**config.mk**
```make
export PLATFORM = sky130hd
export DESIGN_NAME = boot_mode_reset_loader
export DESIGN_NICKNAME = d
export VERILOG_FILES = /design/src/hdl/boot_loader_pkg.sv /design/src/hdl/boot_byte_buffer.sv /design/src/hdl/boot_mode_reset_loader.sv
export SDC_FILE = /design/constraint.sdc
export NUM_CORES = 1
export LEC_CHECK = 0
export ABC_AREA = 1
export BUFFER_PORTS_ARGS = -buffer_cell sky130_fd_sc_hd__buf_2
export CORE_MARGIN = 8
export CORE_UTILIZATION = 57
export CTS_BUF_LIST = sky130_fd_sc_hd__clkbuf_2
export CTS_CLUSTER_SIZE = 28
export DETAILED_ROUTE_END_ITERATION = 8
export PLACE_DENSITY = 0.88
export SLEW_MARGIN = 20
export SYNTH_ARGS = -nofsm -noshare
export SYNTH_HDL_FRONTEND = slang
export SYNTH_SLANG_ARGS = --single-unit
```
**constraint.sdc**
```tcl
create_clock -name core_clk -period 9.1 [get_ports core_clk]
set_clock_uncertainty 0.2 [all_clocks]
set_input_delay 1.82 -clock core_clk [delete_from_list [all_inputs] [get_ports core_clk]]
set_output_delay 1.82 -clock core_clk [all_outputs]
set_load 0.005 [all_outputs]
```
**src/hdl/boot_loader_pkg.sv**
```systemverilog
// Constants shared by the boot-mode reset loader and its testbench.
package boot_loader_pkg;

	// ****************************************
	// Addressing
	// ****************************************
	localparam logic [7:0]  RUN_DEV_ADDR     = 8'hB2;
	localparam logic [7:0]  BOOT_DEV_ADDR    = 8'h88;
	localparam logic [7:0]  AUDIO_SPACE      = 8'h00;
	localparam int          SPACE_MSB        = 23;
	localparam int          SPACE_LSB        = 16;
	localparam int          OFFSET_MSB       = 15;
	localparam logic [3:0]  WRITE_FRAME_LEN  = 4'h7;
	localparam logic [3:0]  READ_FRAME_LEN   = 4'h8;

	// ****************************************
	// Boot modes and sequencing
	// ****************************************
	typedef enum logic [1:0] {
		BOOT_I2C_SLAVE  = 2'b00,
		BOOT_I2C_EEPROM = 2'b01,
		BOOT_ROM_ONLY   = 2'b10,
		BOOT_SPI_SLAVE  = 2'b11
	} boot_mode_t;

	typedef enum logic [1:0] {
		ST_HOLD  = 2'b00,
		ST_STRAP = 2'b01,
		ST_BOOT  = 2'b10,
		ST_RUN   = 2'b11
	} boot_state_t;

	localparam logic [1:0]  CFG_RESET        = 2'h0;
	localparam logic [3:0]  SPI_BITS         = 4'h8;
	localparam int          SYNC_CNT_W       = 16;

endpackage : boot_loader_pkg

```
**src/hdl/boot_byte_buffer.sv**
```systemverilog
// Two-entry valid/ready buffer for boot data bytes.
`timescale 1ns/1ps
module boot_byte_buffer #(
	parameter int W = 8
) (
	input  wire logic         core_clk,
	input  wire logic         reset,
	input  wire logic         in_valid,
	input  wire logic [W-1:0] in_data,
	output logic              in_ready,
	output logic              out_valid,
	output logic [W-1:0]      out_data,
	input  wire logic         out_ready
);

	logic [W-1:0] spare_r;
	logic         spare_ok_r;
	logic         head_ok_r;
	logic [W-1:0] head_r;
	wire          take_in  = in_valid && in_ready;
	wire          take_out = head_ok_r && out_ready;

	// ****************************************
	// Storage
	// ****************************************
	// The spare slot holds a word while the head is stalled, so ready may be a flop.
	always_ff @(posedge core_clk or posedge reset)
	begin
		if (reset)
		begin
			head_r     <= '0;
			head_ok_r  <= 1'b0;
			spare_r    <= '0;
			spare_ok_r <= 1'b0;
		end
		else
		begin
			if (!head_ok_r || take_out)
			begin
				head_ok_r <= spare_ok_r || take_in;
				head_r    <= spare_ok_r ? spare_r : in_data;
				spare_ok_r <= spare_ok_r && take_in;
				if (spare_ok_r)
					spare_r <= in_data;
			end
			else if (take_in)
			begin
				spare_ok_r <= 1'b1;
				spare_r    <= in_data;
			end
		end
	end

	assign in_ready  = !spare_ok_r;
	assign out_valid = head_ok_r;
	assign out_data  = head_r;

endmodule : boot_byte_buffer

```
**src/hdl/boot_mode_reset_loader.sv**
```systemverilog
// Reset, boot-mode strap capture, shared pin handover and register decode.
//
// Operation
// (RULE1) At run time respond to register transactions at control address 0xB2.
// (RULE2) Address byte 23:16 selects the space, bits 15:0 the location.
// (RULE3) Audio settings live in the space whose selector byte is zero.
// (RULE4) While booting, the four shared serial pins form an SPI input port; the code uses three, in SPI slave boot only.
// (RULE5) After boot the serial pins are released to amplifier I/O.
// (RULE6) Low external reset holds the block; initialisation starts on release.
// (RULE7) Any brownout trip drives the brownout reset output low.
// (RULE8) On reset release latch both boot strap pins and start that boot.
// (RULE9) Strap pair, high first: 00 I2C slave, 01 EEPROM, 10 ROM, 11 SPI.
// (RULE10) Boot mode zero answers as I2C slave at address 0x88.
// (RULE11) Boot mode one makes the device bus master reading an EEPROM.
// (RULE12) Boot mode three takes boot code as an SPI slave.
// (RULE13) A controller keeps off the bus while the EEPROM loads.
// (RULE14) Sync pin is a config input in reset, the sync output when running.
// (RULE15) Sync output follows the programmed period and high time.
// (RULE16) With an EEPROM present, save parameters and recall them at boot.
// (RULE17) Parameter writes are accepted once the device is running.
// (RULE18) Both shared config pin levels are latched on reset exit.
// (RULE19) A transaction is address byte, three address and three data bytes.
// (RULE20) One boot-complete flag switches every shared pin in the same cycle; amp_pin_levels and the sync output level lag it by one cycle.
`timescale 1ns/1ps
module boot_mode_reset_loader #(
	parameter int SYNC_W = boot_loader_pkg::SYNC_CNT_W
) (
	input  wire logic              core_clk,
	input  wire logic              reset,
	input  wire logic              external_reset_low,
	input  wire logic [2:0]        brownout_trip,
	output logic                   brownout_reset_out_n,
	input  wire logic              boot_select_low_pin,
	input  wire logic              boot_select_high_pin,
	input  wire logic              supply_sync_cfg_high_in,
	output logic                   supply_sync_cfg_high_out,
	output logic                   supply_sync_cfg_high_oe,
	input  wire logic              fault_cfg_low_in,
	output logic                   fault_cfg_low_out,
	output logic                   fault_cfg_low_oe,
	input  wire logic              fault_active,
	input  wire logic              tref_serial_clock,
	input  wire logic              tsense_serial_in,
	input  wire logic              vol_lo_serial_select,
	input  wire logic              vol_hi_serial_out_in,
	output logic                   vol_hi_serial_out_out,
	output logic                   vol_hi_serial_out_oe,
	output logic [3:0]             amp_pin_levels,
	output logic [1:0]             boot_mode,
	output logic [1:0]             cfg_mode,
	output logic                   boot_complete,
	output logic                   i2c_master_enable,
	output logic                   eeprom_recall,
	input  wire logic              eeprom_present,
	input  wire logic              eeprom_save_req,
	output logic                   eeprom_save,
	output logic [7:0]             slave_dev_addr,
	input  wire logic              boot_done,
	input  wire logic              ext_byte_valid,
	input  wire logic [7:0]        ext_byte_data,
	output logic                   ext_byte_ready,
	output logic                   spi_overrun,
	output logic                   boot_byte_valid,
	output logic [7:0]             boot_byte_data,
	input  wire logic              boot_byte_ready,
	input  wire logic              txn_valid,
	input  wire logic [7:0]        txn_dev_addr,
	input  wire logic [3:0]        txn_byte_count,
	input  wire logic [23:0]       txn_addr,
	input  wire logic [23:0]       txn_data,
	output logic                   reg_wr,
	output logic                   reg_rd,
	output logic [7:0]             reg_space,
	output logic [15:0]            reg_offset,
	output logic [23:0]            reg_wdata,
	output logic                   audio_sel,
	input  wire logic [SYNC_W-1:0] sync_period,
	input  wire logic [SYNC_W-1:0] sync_high
);

	// ****************************************
	// Pin synchronisers
	// ****************************************
	// Bit order: 0 reset, 1-3 brownout, 4-5 strap, 6-7 cfg, 8 sck, 9 mosi, 10 select, 11 miso pin.
	localparam int NS = 12;
	logic [NS-1:0] meta_r;
	logic [NS-1:0] sync_r;
	logic          sck_d_r;
	wire  [NS-1:0] pins_raw = {vol_hi_serial_out_in, vol_lo_serial_select, tsense_serial_in, tref_serial_clock,
	                           fault_cfg_low_in, supply_sync_cfg_high_in, boot_select_high_pin,
	                           boot_select_low_pin, brownout_trip, external_reset_low};

	always_ff @(posedge core_clk or posedge reset)
	begin
		if (reset)
		begin
			meta_r  <= '0;
			sync_r  <= '0;
			sck_d_r <= 1'b0;
		end
		else
		begin
			meta_r  <= pins_raw;
			sync_r  <= meta_r;
			sck_d_r <= sync_r[8];
		end
	end

	wire       ext_high  = sync_r[0];
	wire       bo_any    = |sync_r[3:1];
	wire [1:0] strap_now = {sync_r[5], sync_r[4]};
	wire [1:0] cfg_now   = {sync_r[6], sync_r[7]};
	wire       sck_rise  = sync_r[8] && !sck_d_r;

	// ****************************************
	// Boot sequencer
	// ****************************************
	boot_loader_pkg::boot_state_t state_r;
	boot_loader_pkg::boot_state_t state_nxt;
	logic [1:0] mode_r;
	logic [1:0] cfg_r;
	logic       bo_n_r;

	wire running   = (state_r == boot_loader_pkg::ST_RUN);
	wire booting   = (state_r == boot_loader_pkg::ST_BOOT);
	wire mode_spi  = (mode_r == boot_loader_pkg::BOOT_SPI_SLAVE); // RULE12
	wire mode_eep  = (mode_r == boot_loader_pkg::BOOT_I2C_EEPROM); // RULE11
	wire mode_i2cs = (mode_r == boot_loader_pkg::BOOT_I2C_SLAVE); // RULE10
	wire drained   = !boot_byte_valid && buf_ready && !spi_push_r;

	always_comb
	begin
		state_nxt = state_r;
		unique case (state_r)
			boot_loader_pkg::ST_HOLD:  if (ext_high) state_nxt = boot_loader_pkg::ST_STRAP; // RULE6
			boot_loader_pkg::ST_STRAP: state_nxt = boot_loader_pkg::ST_BOOT; // RULE8
			boot_loader_pkg::ST_BOOT:  if (boot_done && drained) state_nxt = boot_loader_pkg::ST_RUN; // RULE20
			boot_loader_pkg::ST_RUN:   state_nxt = boot_loader_pkg::ST_RUN;
		endcase
		if (!ext_high)
			state_nxt = boot_loader_pkg::ST_HOLD; // RULE6
	end

	// The straps are caught by a clocked process after release, never by the reset itself.
	always_ff @(posedge core_clk or posedge reset)
	begin
		if (reset)
		begin
			state_r <= boot_loader_pkg::ST_HOLD;
			mode_r  <= 2'h0;
			cfg_r   <= boot_loader_pkg::CFG_RESET;
			bo_n_r  <= 1'b0;
		end
		else
		begin
			state_r <= state_nxt;
			bo_n_r  <= !bo_any; // RULE7
			if (state_r == boot_loader_pkg::ST_STRAP)
			begin
				mode_r <= strap_now; // RULE8 RULE9
				cfg_r  <= cfg_now; // RULE18
			end
		end
	end

	// ****************************************
	// SPI boot port
	// ****************************************
	logic [7:0] spi_sh_r;
	logic [3:0] spi_cnt_r;
	logic       spi_push_r;
	logic       ovr_r;
	wire        spi_active = booting && mode_spi && !sync_r[10]; // RULE4 RULE5
	wire        spi_byte   = spi_active && sck_rise && (spi_cnt_r == boot_loader_pkg::SPI_BITS - 4'h1);
	wire        buf_ready;
	wire        buf_in_v   = mode_spi ? spi_push_r : (booting && ext_byte_valid);
	wire [7:0]  buf_in_d   = mode_spi ? spi_sh_r : ext_byte_data;

	always_ff @(posedge core_clk or posedge reset)
	begin
		if (reset)
		begin
			spi_sh_r   <= 8'h00;
			spi_cnt_r  <= 4'h0;
			spi_push_r <= 1'b0;
			ovr_r      <= 1'b0;
		end
		else
		begin
			spi_push_r <= spi_byte;
			if (!spi_active)
				spi_cnt_r <= 4'h0;
			else if (sck_rise)
			begin
				spi_sh_r  <= {spi_sh_r[6:0], sync_r[9]}; // RULE12
				spi_cnt_r <= spi_byte ? 4'h0 : spi_cnt_r + 4'h1;
			end
			// An SPI master cannot be stalled, so a byte meeting a full buffer is flagged.
			if (mode_spi && spi_push_r && !buf_ready)
				ovr_r <= 1'b1;
			else if (state_r == boot_loader_pkg::ST_STRAP)
				ovr_r <= 1'b0;
		end
	end

	boot_byte_buffer #(
		.W (8)
	) u_buf (
		.core_clk  (core_clk),
		.reset     (reset),
		.in_valid  (buf_in_v),
		.in_data   (buf_in_d),
		.in_ready  (buf_ready),
		.out_valid (boot_byte_valid),
		.out_data  (boot_byte_data),
		.out_ready (boot_byte_ready)
	);

	// ****************************************
	// Register transaction decode
	// ****************************************
	logic        wr_r;
	logic        rd_r;
	logic [7:0]  space_r;
	logic [15:0] offs_r;
	logic [23:0] wdata_r;
	logic        audio_r;
	logic        save_r;
	logic        recall_r;
	logic [7:0]  dev_addr_r;

	wire [7:0] dev_match = (running ? boot_loader_pkg::RUN_DEV_ADDR : boot_loader_pkg::BOOT_DEV_ADDR); // RULE1 RULE10
	wire       addr_hit  = (txn_dev_addr[7:1] == dev_match[7:1]);
	wire       port_open = running || (booting && mode_i2cs); // RULE17
	wire       is_write  = txn_byte_count == boot_loader_pkg::WRITE_FRAME_LEN; // RULE19
	wire       is_read   = txn_byte_count == boot_loader_pkg::READ_FRAME_LEN; // RULE19
	wire       txn_ok    = txn_valid && addr_hit && port_open;

	always_ff @(posedge core_clk or posedge reset)
	begin
		if (reset)
		begin
			wr_r       <= 1'b0;
			rd_r       <= 1'b0;
			space_r    <= 8'h00;
			offs_r     <= 16'h0000;
			wdata_r    <= 24'h00_0000;
			audio_r    <= 1'b0;
			save_r     <= 1'b0;
			recall_r   <= 1'b0;
			dev_addr_r <= boot_loader_pkg::BOOT_DEV_ADDR;
		end
		else
		begin
			wr_r       <= txn_ok && is_write;
			rd_r       <= txn_ok && is_read;
			dev_addr_r <= dev_match;
			if (txn_ok && (is_write || is_read))
			begin
				space_r <= txn_addr[boot_loader_pkg::SPACE_MSB:boot_loader_pkg::SPACE_LSB]; // RULE2
				offs_r  <= txn_addr[boot_loader_pkg::OFFSET_MSB:0]; // RULE2
				wdata_r <= txn_data;
				audio_r <= txn_addr[boot_loader_pkg::SPACE_MSB:boot_loader_pkg::SPACE_LSB]
				           == boot_loader_pkg::AUDIO_SPACE; // RULE3
			end
			save_r   <= running && eeprom_present && eeprom_save_req; // RULE16
			recall_r <= booting && mode_eep && eeprom_present; // RULE16 RULE11
		end
	end

	// ****************************************
	// Supply sync and shared pins
	// ****************************************
	logic [SYNC_W-1:0] sync_cnt_r;
	logic              sync_out_r;
	logic              run_r;
	logic              fault_oe_r;
	logic [3:0]        amp_r;

	always_ff @(posedge core_clk or posedge reset)
	begin
		if (reset)
		begin
			sync_cnt_r <= '0;
			sync_out_r <= 1'b0;
			run_r      <= 1'b0;
			amp_r      <= 4'h0;
			fault_oe_r <= 1'b0;
		end
		else
		begin
			run_r <= state_nxt == boot_loader_pkg::ST_RUN; // RULE20
			if (!running || sync_cnt_r >= sync_period)
				sync_cnt_r <= '0;
			else
				sync_cnt_r <= sync_cnt_r + SYNC_W'(1);
			sync_out_r <= running && (sync_cnt_r < sync_high); // RULE15
			amp_r      <= running ? sync_r[11:8] : 4'h0; // RULE5
			fault_oe_r <= (state_nxt == boot_loader_pkg::ST_RUN) && fault_active; // RULE20
		end
	end

	assign brownout_reset_out_n     = bo_n_r;
	assign supply_sync_cfg_high_out = sync_out_r;
	assign supply_sync_cfg_high_oe  = run_r; // RULE14
	assign fault_cfg_low_out        = 1'b0;
	assign fault_cfg_low_oe         = fault_oe_r; // RULE20
	assign vol_hi_serial_out_out    = 1'b0;
	assign vol_hi_serial_out_oe     = 1'b0;
	assign amp_pin_levels           = amp_r;
	assign boot_mode                = mode_r;
	assign cfg_mode                 = cfg_r;
	assign boot_complete            = run_r;
	assign i2c_master_enable        = recall_r;
	assign eeprom_recall            = recall_r;
	assign eeprom_save              = save_r;
	assign slave_dev_addr           = dev_addr_r;
	assign ext_byte_ready           = buf_ready && booting && !mode_spi;
	assign spi_overrun              = ovr_r;
	assign reg_wr                   = wr_r;
	assign reg_rd                   = rd_r;
	assign reg_space                = space_r;
	assign reg_offset               = offs_r;
	assign reg_wdata                = wdata_r;
	assign audio_sel                = audio_r;
endmodule : boot_mode_reset_loader

```
---- Word level (Yosys, flattened, before mapping) ----
Cells that the tools add are included.
W data, S select, Z words.
word-level totals
  flip-flop bits (word level) ............. 148
  input port bits ......................... 121
  output and inout port bits .............. 89
  word-level logic and storage cells ...... 113
cells by class
  add/sub/neg operators ................... 2
  order comparisons ....................... 2
  eq/ne operators ......................... 12
  multiplexer cells ....................... 19
  reductions and logical operators ........ 49
operators with widths
  kind                     count
  $mux W8                  5
  $logic_and A1 B1 Y1      28
  $add A16 B1 Y16 const B  1
  $ge A16 B16 Y1           1
  $lt A16 B16 Y1           1
  $mux W16                 1
  $mux W4                  4
  $eq A2 B2 Y1 const B     4
  $eq A4 B3 Y1 const B     2
  $logic_not A1 Y1         8
  $logic_not A8 Y1         1
  $pmux W2 S4              1
  $eq A7 B7 Y1             1
  $mux W6                  1
  $logic_or A1 B1 Y1       5
  $mux W1                  5
  $add A4 B1 Y4 const B    1
  $eq A2 B1 Y1 const B     2
  $eq A4 B4 Y1 const B     1
  $logic_not A2 Y1         2
  $mux W2                  2
  $reduce_and A2 Y1        2
  $reduce_bool A2 Y1       2
  $reduce_or A3 Y1         1
  2 further kinds          2

---- Logic depth before layout (Yosys ltp) ----
Gate-level depths: netlist of the first run.
  depth in word-level cells ............... 9
  depth in mapped cells ................... 13

---- Cells and area by module ----
Synthesis of the first run repeated with hierarchy kept, for this count alone.
second synthesis, totals
  cells, all modules ...................... 761
  area, all modules ....................... 6610.1 um2
by module, submodules not included
  module                  times used  cells each  area an instance (um2)
  boot_mode_reset_loader  1           661         5778.0
  boot_byte_buffer        1           100         832.0

---- Worst setup path after synthesis of the first run ----
No wires, ideal clock.
  path type ............................... input port to flip-flop
  start point ............................. input port sync_period[15]
  end point ............................... register sync_cnt_r[10]
  arrival ................................. 3.013 ns
  slack ................................... 5.756 ns
  stages .................................. 8
  buffers on the path ..................... 1
  cell sequence ........................... inv_1 > ha_1 > nand2_1 > nor4_1 > nand2_1 > nand2_1 > clkbuf_1 > nor2_1
on the way
  word-level cells in the longest chain between the ends .. 3
ends and longest elaborated chain
  what                  RTL line                       RTL
  from (decl)           boot_mode_reset_loader.sv:77   input wire logic [SYNC_W-1:0] sync_period,
  $ge A16 B16 Y1        boot_mode_reset_loader.sv:293  if (!running || sync_cnt_r >= sync_period)
  $logic_or A1 B1 Y1    boot_mode_reset_loader.sv:293
  $mux W16              boot_mode_reset_loader.sv:293
  to (signal assigned)  boot_mode_reset_loader.sv:296  sync_cnt_r <= sync_cnt_r + SYNC_W'(1);
  to (decl)             boot_mode_reset_loader.sv:274  logic [SYNC_W-1:0] sync_cnt_r;
No other way between the ends.
A chain may end at the register's enable or synchronous reset.

---- Worst setup path after layout of the first run ----
  start point ............................. register mode_r[1] (netlist: boot_mode[1])
  end point ............................... output port ext_byte_ready
on the way
  word-level cells in the longest chain between the ends .. 3
ends and longest elaborated chain
  what                    RTL line                       RTL
  from (decl)             boot_mode_reset_loader.sv:120  logic [1:0] mode_r;
  from (signal assigned)  boot_mode_reset_loader.sv:160  mode_r <= strap_now;
  $eq A2 B2 Y1            boot_mode_reset_loader.sv:126  wire mode_spi = (mode_r == boot_loader_pkg::BOOT_SPI_SLAVE);
  $logic_not A1 Y1        boot_mode_reset_loader.sv:318  assign ext_byte_ready = buf_ready && booting && !mode_spi;
  $logic_and A1 B1 Y1     boot_mode_reset_loader.sv:318
  to (decl)               boot_mode_reset_loader.sv:61   output logic ext_byte_ready,
No other way between the ends.

==> run_results.csv, run 1 <==
group,metric,value,unit
timing,max_freq,0.257,GHz
cells_and_area,nNetsFinal,1063,
placed_design,gp_congestion,0.899,
critical_path,crit_path_top_delay_cell,"dfrtp_1",
synthesis,yosysTopAreaCellShare,55.1,%
power,p_per_area,159,mW/mm²
synthesis,synthFlopType,"dfrtp_1",
critical_path,rr_worst_depth,9,
timing,fin_tns_setup,0,ps
worst_hold_path,hp-class,"flip-flop to flip-flop",
floorplanning,die_w,122,µm
critical_path,crit_type,"flip-flop to output port",
timing,hold_slack,155,ps
cells_and_area,area_growth,19.7,%
floorplanning,ios,210,
timing,setup_viol,0,
drt,wl_per_cell,15.0,µm
synthesis,syn_inst,714,
synthesis,synthTopCellsByCount,"nand2_1, dfrtp_1, inv_1",
drt,drt_wl_total,15900,µm
timing,worstMarginPinSlew,907,ps
synthesis,synthTopCellsByArea,"dfrtp_1, nand2_1, ha_1, nand3_1, inv_1",
timing,setup_ws,5210,ps
drt,viasPerCell,5.13,
critical_path,worst_setup_path_end_kind,"output port",
synthesis,yosysTopAreaCell,"dfrtp_1",
cts,clkLatencyLatePin,670,ps
synthesis,synth_edf_count,0,
cells_and_area,drive_gt1_share,26.8,%
timing,rsz0062_at_grt,"false",
cts,cts_root_buf,"clkbuf_2",
critical_path,worstPathArrival,1870,ps
drt,drc_errors,0,
global_routing,grt_pass1_vias,5507,
cts,tritoncts,"yes",
power,total_power,1220,µW
drt,dr.pass1.iters,5,
cts,clk_pin_slew,200,ps
timing,min_period,3890,ps
cts,clock_sinks,142,
cts,post_cts_resized,0,
timing,fin_crit_sh,42.7,%
critical_path,worstSetupStartpointType,"flip-flop",
cells_and_area,post-route-util,70.4,%
synthesis,ys_ff_latch,142,
critical_path,cp_max_fo,17,
placed_design,place_ws,5000,ps
drt,drtIter0Drc,434,
timing,slew_violations,0,
floorplanning,start_util,58.8,%
synthesis,synth_most_common_cell,"nand2_1",
critical_path,critical_path.cell_chain,"nand2_1 -> inv_1 -> nor3_1 -> buf_2",
synthesis,yosys_warnings,0,
critical_path,cp_num_cells,4,
run,drv_cap,0,
placed_design,dp_hpwl,11800,µm
run_status,outcome,"completed",
global_routing,grt_pass1_wl,25800,µm
floorplanning,die_h,122,µm
cts,h-tree-depth,4,
critical_path,slowest_delay,460,ps
synthesis,post_synth_instance_area,0.00640,mm²
placed_design,portBuffers,201,
cts,cts_buffers,17,
global_routing,grt_max_degree,78,
cts,postCtsHoldBufs,0,
drt,routed-via-count,5448,
synthesis,synth_cell_types,34,
timing,hold_viol_final,0,
critical_path,path_buf_inv,2,
power,ir_worst_vdd,117,µV
cts,cts_buffer_depth,2,
synthesis,synthArstFlopShare,100,%
global_routing,track_usage,21.6,%
worst_hold_path,min_delay_path_depth,0,
critical_path,cp.required,7080,ps
drt,ant_nets,0,
critical_path,critPathTopFamily,"flip-flops",
global_routing,grt_overflow,0,
cts,post-cts-setup-buffers,0,
floorplanning,die-area,0.0149,mm²
cells_and_area,antennaDiodeCount,0,
synthesis,synth-seq-area-share,55.5,%
synthesis,synth_area_per_cell,8.97,µm²
timing,relSlewSlack,39.5,%
global_routing,grt_antenna_before_repair,1,
power,p_leak,0.00443,µW
floorplanning,row_count,38,
floorplanning,core_area,0.0109,mm²
==> report_power, final <==
group / internal [µW] / switching (µW)
logic: 71.0 / 92.8
clock network: 105 / 242
registers: 682 / 27.7
total: 858 / 362
==> registers in the layout, summed over array words and instances, names as in the netlist, 2 cells and up <==
signal and flops:
reg_wdata 24, reg_offset 16, sync_cnt_r 16, meta_r 12
sync_r 12, reg_space 8, spi_sh_r 8, u_buf.out_data 8
u_buf.spare_r 8, amp_pin_levels 4, spi_cnt_r 4, boot_mode 2
cfg_mode 2, slave_dev_addr 2, state_r 2
==> metrics by stage <==
step	instances	instance area (µm²)
4_1_cts	1062	7670
2_1_floorplan	719	6420
3_3_place_gp	1030	7440
3_5_place_dp	1030	7440
5_1_grt	1062	7670
6_report	1062	7670
==> area by class of cell <==
cell class | count | area [µm²]
flip-flops and latches | 142 | 3550
fillers | 868 | 3220
multi-input cells | 468 | 2390
repair buffers | 204 | 1030
inverters | 76 | 290
well taps | 140 | 175
clock inverters | 14 | 134
clock buffers | 18 | 90.1
==> kinds of logic (layout without fill, tap and decap cells) <==
group,after synthesis,after routing,synth area share [%]
and+or+nand+nor,350,350,23.0
DFF,142,142,55.5
buffers and inverters,109,312,7.39
AOI/OAI and AO/OA,64,64,5.63
adders and majority gates,33,33,6.45
xor gates and xnor gates,13,13,1.78
other,2,7,0.117
muxes,1,1,0.156
==> per-layer routing <==
layer	GRT usage [%]	vias to the layer above	wire, µm
met2	35.9	217	7790
met3	8.01	34	1520
met1	25.2	2539	6220
met4	7.71	2	330
li1	-	2656	-
met5	0	-	8
==> worst paths after layout <==
check,from,end,slack [ps]
worst max-delay path,boot_mode[1],ext_byte_ready,5210
worst min-delay path,meta_r[0],sync_r[0],160
worst max register to register,state_r[1],reg_wdata[21],6260
worst min register to register,meta_r[0],sync_r[0],160
max in group asynchronous,reset,spi_push_r,6370
min in group asynchronous,reset,reg_offset[3],980
==> cell usage in the layout, fill, tap and decap left out, drive strengths merged, types with 2 or more instances in the layout <==
master,netlist,routed
nor3,8,8
nand2,200,200
o22ai,3,3
o21a,2,2
o21ai,26,26
o211ai,8,8
a21oi,23,23
inv,76,81
nand4,5,5
nor2,62,62
conb,2,7
buf,17,204
ha,33,33
xor2,11,11
clkinv,0,7
nor4,4,4
dfrtp,141,141
nand3,67,67
clkbuf,16,18
xnor2,2,2
Note: power is estimated with default switching activity, not from simulation.
==> run 2, diff against run 1 <==
--- a/config.mk
+++ b/config.mk
@@ -8,11 +8,11 @@
 export ABC_AREA = 1
 export BUFFER_PORTS_ARGS = -buffer_cell sky130_fd_sc_hd__buf_2
 export CORE_MARGIN = 8
-export CORE_UTILIZATION = 57
+export CORE_UTILIZATION = 53
 export CTS_BUF_LIST = sky130_fd_sc_hd__clkbuf_2
 export CTS_CLUSTER_SIZE = 28
 export DETAILED_ROUTE_END_ITERATION = 8
-export PLACE_DENSITY = 0.88
+export PLACE_DENSITY = 0.83
 export SLEW_MARGIN = 20
 export SYNTH_ARGS = -nofsm -noshare
 export SYNTH_HDL_FRONTEND = slang
==> constraint.sdc (replaced) <==
create_clock -name core_clk -period 3.6 [get_ports core_clk]
set_clock_uncertainty 0.2 [all_clocks]
set_input_delay 0.72 -clock core_clk [delete_from_list [all_inputs] [get_ports core_clk]]
set_output_delay 0.72 -clock core_clk [all_outputs]
set_load 0.005 [all_outputs]
==> run_results.csv, run 2 (synthesis gave the netlist of run 1 again) <==
group,metric,value,unit
timing,fin_tns_setup,0,ps
cells_and_area,area_growth,31.5,%
timing,fin_crit_sh,78.1,%
timing,hold_viol_final,0,
drt,ant_nets,0,
drt,drt_wl_total,17600,µm
worst_hold_path,hp-class,"input pin to flip-flop",
global_routing,track_usage,22.6,%
global_routing,grt_max_degree,76,
cells_and_area,largest_reg_flops,24,
drt,wl_per_cell,15.5,µm
cells_and_area,most-common-layout-cells,"buf_2, nand2_1, dfrtp_1",
floorplanning,die_w,126,µm
worst_hold_path,whs_endpoint,"reg_space[0]",
floorplanning,core_area,0.0119,mm²
cells_and_area,layout.cells.non_filler,1138,
global_routing,grt_overflow,0,
cells_and_area,n_fill_cell,890,
floorplanning,start_util,53.8,%
drt,dr.pass1.iters,5,
critical_path,worstPathArrival,1890,ps
power,p_sw,873,µW
global_routing,grt_pass1_vias,6019,
drt,drtIter0Drc,517,
cells_and_area,regArea,0.00355,mm²
critical_path,r2r_start,"state_r[0]",
timing,worstMarginPinSlew,573,ps
critical_path,worst_setup_path_end_kind,"output port",
cts,tritoncts,"yes",
cells_and_area,multi_input_area,0.00239,mm²
cts,cts_buffers,17,
critical_path,crit_type,"flip-flop to output port",
timing,min_period,2810,ps
timing,max_freq,0.356,GHz
global_routing,grt_pass1_wl,28800,µm
critical_path,cp.required,2680,ps
cts,cts_buffer_depth,2,
cells_and_area,design_area,0.00842,mm²
timing,setup_viol,0,
critical_path,cp_max_fo,17,
placed_design,gp_congestion,0.832,
drt,routed-via-count,5831,
cts,h-tree-depth,4,
cells_and_area,layout_commonest_cell,"buf_2",
cts,post-cts-setup-buffers,0,
run,drv_cap,0,
cts,clkLatencyLatePin,680,ps
cts,clk_pin_slew,200,ps
timing,slew_violations,0,
timing,rsz0062_at_grt,"false",
floorplanning,die_h,126,µm
power,ir_worst_vdd,291,µV
power,p_per_area,397,mW/mm²
placed_design,dp_hpwl,11800,µm
cells_and_area,drive_gt1_share,25.2,%
critical_path,critPathLaunch,"boot_mode[1]",
run_status,outcome,"completed",
critical_path,ff2ff_setup_slack,1260,ps
cts,post_cts_resized,0,
power,p_int,2470,µW
floorplanning,ios,210,
placed_design,dpl-instance-area,0.00750,mm²
floorplanning,row_count,40,
power,p_leak,0.00475,µW
critical_path,worstSetupStartpointType,"flip-flop",
floorplanning,die-area,0.0159,mm²
placed_design,portBuffers,201,
cts,postCtsHoldBufs,60,
timing,relSlewSlack,61.7,%
placed_design,placed_cells,1042,
critical_path,r2r-end,"reg_offset[2]",
power,p_sw_share,26.1,%
cts,cts_root_buf,"clkbuf_2",
worst_hold_path,holdCritStartpoint,"txn_addr[16]",
power,pwr-share-seq,53.7,%
critical_path,rr_worst_depth,10,
power,comb_power_share,14.3,%
cts,clock_sinks,142,
worst_hold_path,min_delay_path_depth,3,
global_routing,grt_antenna_before_repair,1,
cells_and_area,nNetsFinal,1131,
drt,drc_errors,0,
drt,viasPerCell,5.12,
power,p_clk_share,32.0,%
-- run 2: changes by cell type in the layout (fill, tap and decap cells not counted) --
cell / delta
dlygate4sd3_1: +63
inv_6: -5
buf_4: +4
bufinv_16: +4
clkinv_1: +3
clkinv_4: -3
buf_12: +1
clkinv_2: +1
clkinvlp_4: +1
diode_2: +1
inv_8: -1
-- run 2: worst max-delay path by stage --
stage                         to  cells past startpoint  slack (ps)
5_1_grt           ext_byte_ready                      4         630
3_5_place_dp       reg_offset[2]                      7        1160
4_1_cts           ext_byte_ready                      4         740
6_report          ext_byte_ready                      4         790
3_3_place_gp      sync_cnt_r[12]                      8        1200
2_1_floorplan  amp_pin_levels[0]                      1         900
-- run 2: through the flow --
step                      utilization, %  hold slack (ps)  power (µW)  worst slack, ps
final                               70.7             73.9        3340              787
after global routing                70.7             2.12        3510              627
after global placement              63.0              132        2230             1200
after CTS                           70.4            0.351        3360              736
after detailed placement            63.0              135        2240             1160
after floorplan                        -              131        2030              904
-- run 2: area by class of cell --
cell class	instances	share of cell area [%]
flip-flops and latches	142	42.2
multi-input cells	468	28.4
repair buffers	272	20.3
inverters	76	3.43
clock inverters	14	2.35
well taps	147	2.18
clock buffers	18	1.07
diodes	1	0.0297
-- run 2: layer usage --
layer / vias up / track usage, % / share of wire, %
met2: 247 / 37.6 / 49
li1: 2790 / - / -
met4: 0 / 10.8 / 3.4
met1: 2740 / 25.1 / 39
met5: - / 0 / 0
met3: 54 / 8.61 / 7.9
-- run 2: power groups by stage --
stage,Combinational (µW),Sequential (µW),Clock (µW)
after floorplan,214,1820,0
after global routing,541,1810,1160
after detailed placement,422,1820,0
after global placement,408,1820,0
after CTS,474,1790,1090
final,478,1800,1070
-- run 2: critical path, cell delays in order, from the launching register on --
cell and delay [ps]:
dfrtp_1 450, nand2_1 180, inv_1 230, nor3_1 200
buf_2 150
